File: src/rtl/pdhc_pkg.sv
/*
  Shared constants for the position decoder: register word indices, bit
  positions, field widths, reset values and the write-sync state type.
  Assumes a 32-bit Avalon-MM slave addressed by word index.
*/
package pdhc_pkg;
  // ------------------------------------------------------------
  // register word indices
  // ------------------------------------------------------------
  localparam logic [5:0] A_CTRL = 6'h00;
  localparam logic [5:0] A_EVCTRL = 6'h01;
  localparam logic [5:0] A_IFLAG = 6'h02;
  localparam logic [5:0] A_STATUS = 6'h03;
  localparam logic [5:0] A_COUNT = 6'h04;
  localparam logic [5:0] A_CMP0 = 6'h05;
  localparam logic [5:0] A_CMP1 = 6'h06;
  localparam logic [5:0] A_LIMIT = 6'h07;
  localparam logic [5:0] A_FILTER = 6'h08;
  localparam logic [5:0] A_CMD = 6'h09;
  localparam logic [5:0] A_PRELOAD = 6'h19;

  // ------------------------------------------------------------
  // bit positions
  // ------------------------------------------------------------
  localparam int CTRL_EN = 0;
  localparam int CTRL_CNTMODE = 1;
  localparam int FL_WRAP = 0;
  localparam int FL_ERR = 1;
  localparam int FL_MZ = 2;
  localparam int ST_HALL = 0;
  localparam int ST_WIN = 1;
  localparam int CMD_UPDATE = 0;
  localparam int CMD_CLEAR = 1;

  // ------------------------------------------------------------
  // widths and reset values
  // ------------------------------------------------------------
  localparam int CW = 16;
  localparam int HW = 8;
  localparam int FW = 8;
  localparam logic [FW-1:0] PRELOAD_RST = 8'h00;
  localparam logic [CW-1:0] LIMIT_RST = 16'hffff;
  localparam logic [CW-1:0] CMP_RST = 16'h0000;
  localparam logic [2:0] HALL_BAD_LO = 3'h0;
  localparam logic [2:0] HALL_BAD_HI = 3'h7;
  localparam logic [HW-1:0] WIN_SAT = 8'hff;
  localparam logic [1:0] SYNC_STAGES = 2'h2;

  typedef enum logic [2:0] {
    PDHC_S_IDLE = 3'b001,
    PDHC_S_BUSY = 3'b010,
    PDHC_S_DONE = 3'b100
  } pdhc_sync_e;
endpackage

File: src/rtl/pdhc_sync.sv
/*
  Write-synchronization timer: a start pulse holds busy for SYNC_STAGES
  cycles, then gives one done cycle; the write is committed in the cycle after it.
  Assumes start is only raised while idle.
*/
`timescale 1ns/100ps
module pdhc_sync (
  input wire logic clk_sys,
  input wire logic reset,
  input wire logic start,
  output logic busy,
  output logic done
);
  pdhc_pkg::pdhc_sync_e state_q;
  logic [1:0] cnt_q;

  always_ff @(posedge clk_sys) begin
    if (reset) begin
      state_q <= pdhc_pkg::PDHC_S_IDLE;
      cnt_q <= 2'h0;
    end else begin
      case (state_q)
        pdhc_pkg::PDHC_S_IDLE: begin
          if (start) begin
            state_q <= pdhc_pkg::PDHC_S_BUSY;
            cnt_q <= pdhc_pkg::SYNC_STAGES - 2'h1;
          end
        end
        pdhc_pkg::PDHC_S_BUSY: begin
          if (cnt_q == 2'h0) begin
            state_q <= pdhc_pkg::PDHC_S_DONE;
          end else begin
            cnt_q <= cnt_q - 2'h1;
          end
        end
        default: begin
          state_q <= pdhc_pkg::PDHC_S_IDLE;
        end
      endcase
    end
  end

  assign busy = (state_q == pdhc_pkg::PDHC_S_BUSY);
  assign done = (state_q == pdhc_pkg::PDHC_S_DONE);
endmodule // pdhc_sync

File: src/rtl/pdhc_top.sv
/*
  Position decoder: Hall-sensor checks, plain wrapping counter, input
  glitch filter with preload, Avalon-MM register slave with waitrequest.
  Assumes hall_in and count_tick are synchronous to clk_sys.
*/
// Register access over Avalon-MM was decided locally.
// How it works
// - illegal Hall code 000 or 111 sets the Hall fault flag.
// - compare-match-zero flag set when compare zero low bits equal Hall state.
// - that match may also pulse an event output if enabled.
// - on Hall change check window counter between upper halves, then clear it.
// - Hall change starts delay counter; hit on compare zero low half gives match.
// - any fault sets the summary error flag, with optional event.
// - each counter tick while counting is enabled clears, wraps or increments the count, unless a count write lands in the same cycle.
// - count rises by one per tick up to the limit, then wraps to zero.
// - a tick while at the limit with no clear pending sets the wrap flag, with optional event.
// - software count write accepted while running and beats tick or clear.
// - count starts at zero, or keeps written or held value across disable.
// - synchronized settings commit only after the sync delay completes.
// - update command copies the eight-bit preload into the active filter.
// - in counter mode the preload has no effect.
`timescale 1ns/100ps
module pdhc_top (
  input wire logic clk_sys,
  input wire logic reset,
  input wire logic [5:0] avs_address,
  input wire logic avs_read,
  input wire logic avs_write,
  input wire logic [31:0] avs_writedata,
  input wire logic [3:0] avs_byteenable,
  output logic [31:0] avs_readdata,
  output logic avs_waitrequest,
  input wire logic [2:0] hall_in,
  input wire logic count_tick,
  output logic evt_wrap,
  output logic evt_err,
  output logic evt_mz
);
  // ------------------------------------------------------------
  // state
  // ------------------------------------------------------------
  logic [1:0] ctrl_q;
  logic [2:0] evctrl_q;
  logic [2:0] iflag_q;
  logic [1:0] status_q;
  logic [pdhc_pkg::CW-1:0] count_q;
  logic [pdhc_pkg::CW-1:0] cmp0_q;
  logic [pdhc_pkg::CW-1:0] cmp1_q;
  logic [pdhc_pkg::CW-1:0] limit_q;
  logic [pdhc_pkg::FW-1:0] filter_q;
  logic [pdhc_pkg::FW-1:0] preload_q;
  logic clr_pend_q;
  logic [2:0] hall_q;
  logic [pdhc_pkg::HW-1:0] win_q;
  logic [pdhc_pkg::HW-1:0] dly_q;
  logic dly_run_q;
  logic ack_q;
  logic wait_q;
  logic [31:0] rdata_q;
  logic evt_wrap_q;
  logic evt_err_q;
  logic evt_mz_q;
  logic [2:0] filt_w;

  // ------------------------------------------------------------
  // bus decode
  // ------------------------------------------------------------
  wire logic req = avs_read | avs_write;
  wire logic sel_ctrl = (avs_address == pdhc_pkg::A_CTRL);
  wire logic sel_evctrl = (avs_address == pdhc_pkg::A_EVCTRL);
  wire logic sel_iflag = (avs_address == pdhc_pkg::A_IFLAG);
  wire logic sel_status = (avs_address == pdhc_pkg::A_STATUS);
  wire logic sel_count = (avs_address == pdhc_pkg::A_COUNT);
  wire logic sel_cmp0 = (avs_address == pdhc_pkg::A_CMP0);
  wire logic sel_cmp1 = (avs_address == pdhc_pkg::A_CMP1);
  wire logic sel_limit = (avs_address == pdhc_pkg::A_LIMIT);
  wire logic sel_filter = (avs_address == pdhc_pkg::A_FILTER);
  wire logic sel_cmd = (avs_address == pdhc_pkg::A_CMD);
  wire logic sel_preload = (avs_address == pdhc_pkg::A_PRELOAD);
  wire logic [31:0] bmask = {{8{avs_byteenable[3]}}, {8{avs_byteenable[2]}},
                             {8{avs_byteenable[1]}}, {8{avs_byteenable[0]}}};
  wire logic [31:0] wbits = avs_writedata & bmask;
  // settings read by counter-domain logic in the original clocking scheme
  wire logic syncd = sel_ctrl | sel_count | sel_limit | sel_preload;
  logic sync_busy;
  logic sync_done;
  wire logic sync_start = avs_write & syncd & ~ack_q & ~sync_busy & ~sync_done;
  wire logic ack_d = req & ~ack_q & (~(avs_write & syncd) | sync_done);
  wire logic we = avs_write & ack_q; // commit on the edge the master sees the answer
  wire logic wr_ctrl = we & sel_ctrl;
  wire logic wr_evctrl = we & sel_evctrl;
  wire logic wr_iflag = we & sel_iflag;
  wire logic wr_status = we & sel_status;
  wire logic wr_count = we & sel_count;
  wire logic wr_cmp0 = we & sel_cmp0;
  wire logic wr_cmp1 = we & sel_cmp1;
  wire logic wr_limit = we & sel_limit;
  wire logic wr_cmd = we & sel_cmd;
  wire logic wr_preload = we & sel_preload;
  wire logic [15:0] m16 = bmask[15:0];
  wire logic [15:0] count_wv = (count_q & ~m16) | wbits[15:0];
  wire logic [15:0] cmp0_wv = (cmp0_q & ~m16) | wbits[15:0];
  wire logic [15:0] cmp1_wv = (cmp1_q & ~m16) | wbits[15:0];
  wire logic [15:0] limit_wv = (limit_q & ~m16) | wbits[15:0];

  pdhc_sync u_sync (
    .clk_sys(clk_sys),
    .reset(reset),
    .start(sync_start),
    .busy(sync_busy),
    .done(sync_done)
  );

  // ------------------------------------------------------------
  // mode and input filter
  // ------------------------------------------------------------
  wire logic cnt_mode = ctrl_q[pdhc_pkg::CTRL_CNTMODE];
  wire logic hall_run = ctrl_q[pdhc_pkg::CTRL_EN] & ~cnt_mode;
  wire logic cnt_run = ctrl_q[pdhc_pkg::CTRL_EN] & cnt_mode;

  // a line must differ for more than filter_q cycles before it is taken
  genvar gi;
  generate
    for (gi = 0; gi < 3; gi++) begin : g_filt
      logic [pdhc_pkg::FW-1:0] fcnt_q;
      logic bit_q;
      always_ff @(posedge clk_sys) begin
        if (reset) begin
          fcnt_q <= 8'h00;
          bit_q <= 1'b0;
        end else if (hall_in[gi] == bit_q) begin
          fcnt_q <= 8'h00;
        end else if (fcnt_q >= filter_q) begin
          bit_q <= hall_in[gi];
          fcnt_q <= 8'h00;
        end else begin
          fcnt_q <= fcnt_q + 8'h01;
        end
      end
      assign filt_w[gi] = bit_q;
    end
  endgenerate

  // ------------------------------------------------------------
  // hall checks
  // ------------------------------------------------------------
  // one check per code change
  wire logic hall_chg = hall_run & (filt_w != hall_q);
  wire logic hall_bad = hall_chg & ((filt_w == pdhc_pkg::HALL_BAD_LO) |
                                    (filt_w == pdhc_pkg::HALL_BAD_HI));
  wire logic cmp_hit = hall_chg & (filt_w == cmp0_q[2:0]);
  wire logic [7:0] win_lo = cmp0_q[15:8];
  wire logic [7:0] win_hi = cmp1_q[15:8];
  wire logic win_bad = hall_chg & ((win_q < win_lo) | (win_q > win_hi));
  wire logic dly_hit = hall_run & dly_run_q & ~hall_chg & (dly_q == cmp0_q[7:0]);
  wire logic err_set = hall_bad | win_bad;
  wire logic mz_set = cmp_hit | dly_hit;

  always_ff @(posedge clk_sys) begin
    if (reset) begin
      hall_q <= 3'h0;
      win_q <= 8'h00;
      dly_q <= 8'h00;
      dly_run_q <= 1'b0;
    end else begin
      hall_q <= filt_w;
      if (hall_chg) begin
        win_q <= 8'h00;
        dly_q <= 8'h00;
        dly_run_q <= 1'b1;
      end else begin
        // saturate so a stalled rotor reads as too slow, not wrapped
        if (win_q != pdhc_pkg::WIN_SAT) begin
          win_q <= win_q + 8'h01;
        end
        if (dly_hit) begin
          dly_run_q <= 1'b0;
        end else if (dly_run_q) begin
          dly_q <= dly_q + 8'h01;
        end
      end
    end
  end

  // ------------------------------------------------------------
  // counter
  // ------------------------------------------------------------
  wire logic tick_go = cnt_run & count_tick & ~wr_count;
  wire logic at_limit = (count_q == limit_q);
  wire logic tick_wrap = tick_go & ~clr_pend_q & at_limit;
  wire logic clr_req = wr_cmd & wbits[pdhc_pkg::CMD_CLEAR];

  // count only moves on ticks or writes
  always_ff @(posedge clk_sys) begin
    if (reset) begin
      count_q <= 16'h0000;
    end else if (wr_count) begin
      count_q <= count_wv;
    end else if (tick_go) begin
      if (clr_pend_q | at_limit) begin
        count_q <= 16'h0000;
      end else begin
        count_q <= count_q + 16'h0001;
      end
    end
  end

  always_ff @(posedge clk_sys) begin
    if (reset) begin
      clr_pend_q <= 1'b0;
    end else if (clr_req) begin
      clr_pend_q <= 1'b1;
    end else if (tick_go) begin
      clr_pend_q <= 1'b0;
    end
  end

  // ------------------------------------------------------------
  // flags and events
  // ------------------------------------------------------------
  // flag and status set and clear sources
  wire logic [2:0] fl_set = {mz_set, err_set, tick_wrap};
  wire logic [1:0] st_set = {win_bad, hall_bad};
  wire logic [2:0] fl_clr = wr_iflag ? wbits[2:0] : 3'h0;
  wire logic [1:0] st_clr = wr_status ? wbits[1:0] : 2'h0;

  always_ff @(posedge clk_sys) begin
    if (reset) begin
      iflag_q <= 3'h0;
      status_q <= 2'h0;
    end else begin
      iflag_q <= (iflag_q & ~fl_clr) | fl_set;
      status_q <= (status_q & ~st_clr) | st_set;
    end
  end

  always_ff @(posedge clk_sys) begin
    if (reset) begin
      evt_wrap_q <= 1'b0;
      evt_err_q <= 1'b0;
      evt_mz_q <= 1'b0;
    end else begin
      evt_wrap_q <= tick_wrap & evctrl_q[pdhc_pkg::FL_WRAP];
      evt_err_q <= err_set & evctrl_q[pdhc_pkg::FL_ERR];
      evt_mz_q <= mz_set & evctrl_q[pdhc_pkg::FL_MZ];
    end
  end

  // ------------------------------------------------------------
  // settings registers
  // ------------------------------------------------------------
  // update copies preload
  wire logic upd = wr_cmd & wbits[pdhc_pkg::CMD_UPDATE] & ~cnt_mode;

  always_ff @(posedge clk_sys) begin
    if (reset) begin
      ctrl_q <= 2'h0;
      evctrl_q <= 3'h0;
      cmp0_q <= pdhc_pkg::CMP_RST;
      cmp1_q <= pdhc_pkg::CMP_RST;
      limit_q <= pdhc_pkg::LIMIT_RST;
      preload_q <= pdhc_pkg::PRELOAD_RST;
      filter_q <= pdhc_pkg::PRELOAD_RST;
    end else begin
      if (wr_ctrl & avs_byteenable[0]) ctrl_q <= avs_writedata[1:0];
      if (wr_evctrl & avs_byteenable[0]) evctrl_q <= avs_writedata[2:0];
      if (wr_cmp0) cmp0_q <= cmp0_wv;
      if (wr_cmp1) cmp1_q <= cmp1_wv;
      if (wr_limit) limit_q <= limit_wv;
      if (wr_preload & avs_byteenable[0]) preload_q <= avs_writedata[7:0];
      if (upd) filter_q <= preload_q;
    end
  end

  // ------------------------------------------------------------
  // read path and handshake
  // ------------------------------------------------------------
  wire logic [31:0] rd_w =
    sel_ctrl ? {30'h0, ctrl_q} :
    sel_evctrl ? {29'h0, evctrl_q} :
    sel_iflag ? {29'h0, iflag_q} :
    sel_status ? {30'h0, status_q} :
    sel_count ? {16'h0, count_q} :
    sel_cmp0 ? {16'h0, cmp0_q} :
    sel_cmp1 ? {16'h0, cmp1_q} :
    sel_limit ? {16'h0, limit_q} :
    sel_filter ? {24'h0, filter_q} :
    sel_preload ? {24'h0, preload_q} : 32'h0;

  always_ff @(posedge clk_sys) begin
    if (reset) begin
      ack_q <= 1'b0;
      wait_q <= 1'b1;
      rdata_q <= 32'h0;
    end else begin
      ack_q <= ack_d;
      wait_q <= ~ack_d;
      if (ack_d & avs_read) begin
        rdata_q <= rd_w;
      end
    end
  end

  assign avs_waitrequest = wait_q;
  assign avs_readdata = rdata_q;
  assign evt_wrap = evt_wrap_q;
  assign evt_err = evt_err_q;
  assign evt_mz = evt_mz_q;
endmodule // pdhc_top

File: config.mk
export PLATFORM = sky130hd
export DESIGN_NAME = pdhc_top
export DESIGN_NICKNAME = d
export VERILOG_FILES = /design/src/rtl/pdhc_pkg.sv /design/src/rtl/pdhc_sync.sv /design/src/rtl/pdhc_top.sv
export SDC_FILE = /design/constraint.sdc
export NUM_CORES = 1
export LEC_CHECK = 0
export CORE_UTILIZATION = 45
export DETAILED_ROUTE_END_ITERATION = 6
export DONT_BUFFER_PORTS = 1
export PLACE_DENSITY_LB_ADDON = 0.3
export SETUP_SLACK_MARGIN = 0.15
export SLEW_MARGIN = 40
export SYNTH_ARGS = -nofsm -noshare
export SYNTH_HDL_FRONTEND = slang
export SYNTH_HIERARCHICAL = 1
export SYNTH_SLANG_ARGS = --single-unit
File: constraint.sdc
create_clock -name clk_sys -period 2.68 [get_ports clk_sys]
set_input_delay 0.536 -clock clk_sys [delete_from_list [all_inputs] [get_ports clk_sys]]
set_output_delay 0.536 -clock clk_sys [all_outputs]
set_load 0.1 [all_outputs]
# --- After elaboration in Yosys (flattened, before gate mapping) ---
# Cells that the tools add are included.
word_totals:
  register_bits: 180
  latch_bits: 0
  mem_bits_rw: 0
  romBits: 0
  wordCells: 187
  n_memories: 0
op_classes:
  addsub: 7
  mul: 0
  div_mod_pow: 0
  order_cmp: 5
  eq_ne: 25
  n_shift: 0
  muxes: 25
  bitwise: 79
  n_reduce_logical: 17
op_table:
  columns: ["cell", "n"]
  rows:
  - ["$mux 16", 11]
  - ["$and 16x16->16", 5]
  - ["$or 16x16->16", 4]
  - ["$add 8x1->8 const B", 5]
  - ["$and 1x1->1", 40]
  - ["$eq 6x3->1 const B", 4]
  - ["$ge 8x8->1", 3]
  - ["$add 16x1->16 const B", 1]
  - ["$eq 16x16->1", 1]
  - ["$mux 8", 2]
  - ["$not 16->16", 1]
  - ["$not 1->1", 13]
  - ["$eq 6x2->1 const B", 2]
  - ["$eq 6x4->1 const B", 2]
  - ["$or 1x1->1", 10]
  - ["$reduce_and 2->1", 5]
  - ["$mux 3", 3]
  - ["$reduce_or 3->1", 3]
  - ["$eq 8x8->1", 1]
  - ["$gt 8x8->1", 1]
  - ["$lt 8x8->1", 1]
  - ["$ne 8x8->1 const B", 1]
  - ["$reduce_bool 2->1", 4]
  - ["$eq 3x3->1 const B", 2]
  - ["25 further kinds", 33]

# --- Depth between registers and ports, before layout ---
depth:
  word_depth: 11
  depth_mapped: 10
  ltp_nobuf: 8

# --- Modules after synthesis ---
# Netlist, hierarchy kept.
modules_own_cells:
  columns: ["mod", "n_inst", "cells_per_inst", "area_each_um2", "seq_area_each_um2"]
  rows:
  - ["pdhc_top", 1, 1013, 8623.3, 3183.1]
  - ["pdhc_sync", 1, 25, 235.2, 100.1]

# --- Worst setup path after synthesis ---
# Ideal clock, no wire load.
synth_path:
  kind: "input-to-reg"
  start: "in avs_address[4]"
  end: "reg with a tool-made name"
  t_arrival_ns: 2.272
  required_ns: 2.606
  path_slack_ns: 0.333
  cell_stages: 7
  path_buffers: 2
  path_cell_list: "buf_4 > or4b_1 > buf_6 > nor3_4 > a21oi_2 > or4b_1 > a31oi_1"
synth_rtl:
  columns: ["item", "line_no", "text"]
  rows:
  - ["start: declaration", "pdhc_top.sv:26", "input wire logic [5:0] avs_address,"]

# --- Worst setup path in the final report ---
layout_path:
  start: "reg filter_q[5] in the netlist's numbering"
  end: "reg g_filt[2].fcnt_q[2] in the netlist's numbering"
layout_between:
  elab_chain_len: 2
layout_rtl:
  columns: ["item", "line_no", "text"]
  rows:
  - ["start: declaration", "pdhc_top.sv:50", "logic [pdhc_pkg::FW-1:0] filter_q;"]
  - ["start signal: assignment", "pdhc_top.sv:263", "filter_q <= pdhc_pkg::PRELOAD_RST;"]
  - ["start signal: assignment", "pdhc_top.sv:271", "if (upd) filter_q <= preload_q;"]
  - ["$ge 8x8->1", "pdhc_top.sv:133", "end else if (fcnt_q >= filter_q) begin"]
  - ["$reduce_or 3->1 (no line)", null, null]
  - ["end signal: assignment", "pdhc_top.sv:137", "fcnt_q <= fcnt_q + 8'h01;"]
  - ["end: declaration", "pdhc_top.sv:125", "logic [pdhc_pkg::FW-1:0] fcnt_q;"]
# No other way between the ends.
# A chain may end at the register's enable or synchronous reset.

==> reports/results.tsv <==
metric	value	unit
grt_pass1_vias	6753	
fp.dieH	142	um
cp.arrival	2630	ps
crit_chain	inv_1, ha_1, a2111oi_1, inv_1, a211o_1, a211o_1, nor2_1	
postRouteAntennaNets	0	
yosysMostFrequentCell	dfxtp_1	
synth_seq_cells	164	
io_buffers	0	
hold_buffers	0	
rows	50	
drt-met1-wl	10600	um
grt_setup_unrepaired	false	
drc	0	
die_w	142	um
antenna_found_initial	0	
synth_top_area_frac	0.371	
maxSlewHeadroom	0.583	
vias	7465	
finClkSkew	7.12	ps
setup_viol	0	
tns	0	ps
cts_setup_buffers	0	
fin_util	0.514	
critPathCaptureType	register	
avgSynthCellArea	8.53	um2
wl	22800	um
die_area	20300	um2
path_clk_slew	60	ps
drive_gt1_frac	0.0952	
critPathKind	reg -> reg	
wire_per_inst	17.4	um
hp-start	reset	
fmax	443	MHz
crit_slowest_cell	a2111oi_1	
cts_num_sinks	164	
finalCritPeriodShare	0.841	
crit_family	compound AO/OA/AOI/OAI gates	
ys_warn_count	6	
clockRootBuffer	clkbuf_16	
grt_pass1_wl	36300	um
overflow	0	
met2_length	10000	um
dr.first_iter.drc_count	549	
startpoint	filter_q[5]	
final-max-slew-violation-count	0	
firstDrtPassIters	6	
grt_use_total	0.234	
gp_congestion	0.926	
initial_core_util	0.466	
netlist_instances	1038	
top_layer_used	met4	
rr_startpoint	filter_q[5]	
p_per_area	546	nW/um2
drv_cap	0	
power.leakage	0.00358	uW
diodes	0	
synthTopCellsByArea	dfxtp_1 (37%), ha_1 (6.5%), nand2_1 (4.5%), nor2_1 (4.2%), a21oi_1 (4.1%)	
core	19000	um2
crit_path_start_kind	register	
h-tree-depth	4	
dp_hpwl	16400	um
synth_common_cells	dfxtp_1 (164), nand2_1 (107), nor2_1 (99), a21oi_1 (72), nand3_1 (56)	
ir_drop	0.000399	V
slowest_delay	460	ps
synth_edf_count	0	
synth_cell_types	72	
async_flop_share	0	
netlist_area	8860	um2
fin_crit	2260	ps
ys_seq_area_frac	0.371	
dr_wl_met3	1670	um
hold_path.class	in -> reg	
vias_per_cell	5.70	
nNetsFinal	1134	
worst-path-max-fanout	8	
synth-main-ff-cell	dfxtp_1	
ctsLongestPathBuffers	2	
synth_top_cell_by_area	dfxtp_1	
worstMarginPinSlew	625	ps
clk_latency	430	ps
cts_tree	yes	
num_io_pins	86	
worst-path-buf-inv	2	
cp.required	3050	ps
area_growth	10.3	%
numCtsBuffers	17	
grt_max_degree	125	
hold_viol	0	
status	complete, no violations	
whs	178	ps
path summary, 6_finish.rpt:
check | end | slack [ps] | cells past startpoint
max | g_filt[2].fcnt_q[2] | 420 | 7
min | preload_q[7] | 180 | 1
max reg2reg | g_filt[2].fcnt_q[2] | 420 | 7
min reg2reg | avs_readdata[13] | 450 | 2
placed cells by master, fill, tap and decap left out, types with 32 or more instances in the layout:
cell type / n
dfxtp_1: 158
nand2_1: 107
nor2_1: 99
a21oi_1: 72
nand3_1: 56
inv_1: 47
ha_1: 46
xnor2_1: 37
buf_4: 36
o21ai_0: 32
mux2i_1: 32
worst reg2reg max path, cell delays in order, from the launching register on:
cell	delay [ps]
dfxtp_1	360
inv_1	120
ha_1	330
a2111oi_1	460
inv_1	100
a211o_1	310
a211o_1	380
nor2_1	140
per-stage QoR:
| stage | worst slack, ps | total power, uW | area, um2 | instances |
|---|---|---|---|---|
| 2_1_floorplan | 333 | 2870 | 8910 | 1053 |
| 3_3_place_gp | 259 | 2850 | 9160 | 1279 |
| 3_5_place_dp | 249 | 2860 | 9160 | 1279 |
| 4_1_cts | 352 | 5360 | 9760 | 1310 |
| 5_1_grt | 215 | 5490 | 9770 | 1310 |
| 6_report | 425 | 5330 | 9770 | 1310 |
power by group:
group	total (uW)	switching [uW]	internal, uW
Clock	2530	997	1530
Sequential	2500	46.1	2460
Combinational	301	213	87.9
Total	5330	1260	4070
logic make-up (layout without fill, tap and decap cells):
| family | after synthesis | in the layout | share of synthesized area |
|---|---|---|---|
| muxes | 43 | 43 | 0.0603 |
| buffers and inverters | 118 | 115 | 0.0605 |
| adders and majority gates | 46 | 46 | 0.0650 |
| xor gates and xnor gates | 61 | 61 | 0.0603 |
| other | 1 | 16 | 0.000423 |
| and+or+nand+nor | 395 | 395 | 0.224 |
| DFF | 164 | 164 | 0.371 |
| AOI/OAI and AO/OA | 210 | 210 | 0.159 |
final cells by class:
cell class                 count  area, um2
multi-input combinational    771       5100
fill                        1790       9250
tap                          260        325
sequential                   164       3290
timing repair buffer          36        270
clock buffer                  22        474
inverter                      48        180
clock inverter                 9        128
layer usage:
layer / vias up / GRT usage
li1: 3632 / -
met1: 3506 / 0.323
met2: 282 / 0.353
met3: 45 / 0.0585
met4: 0 / 0.0843
met5: - / 0
what timing repair did:
action                     4_1_cts  5_1_grt
setup endpoints to repair        0       16
resized for setup                0        2
hold endpoints to repair         0        0
Note: power is estimated with default switching activity, not from simulation.
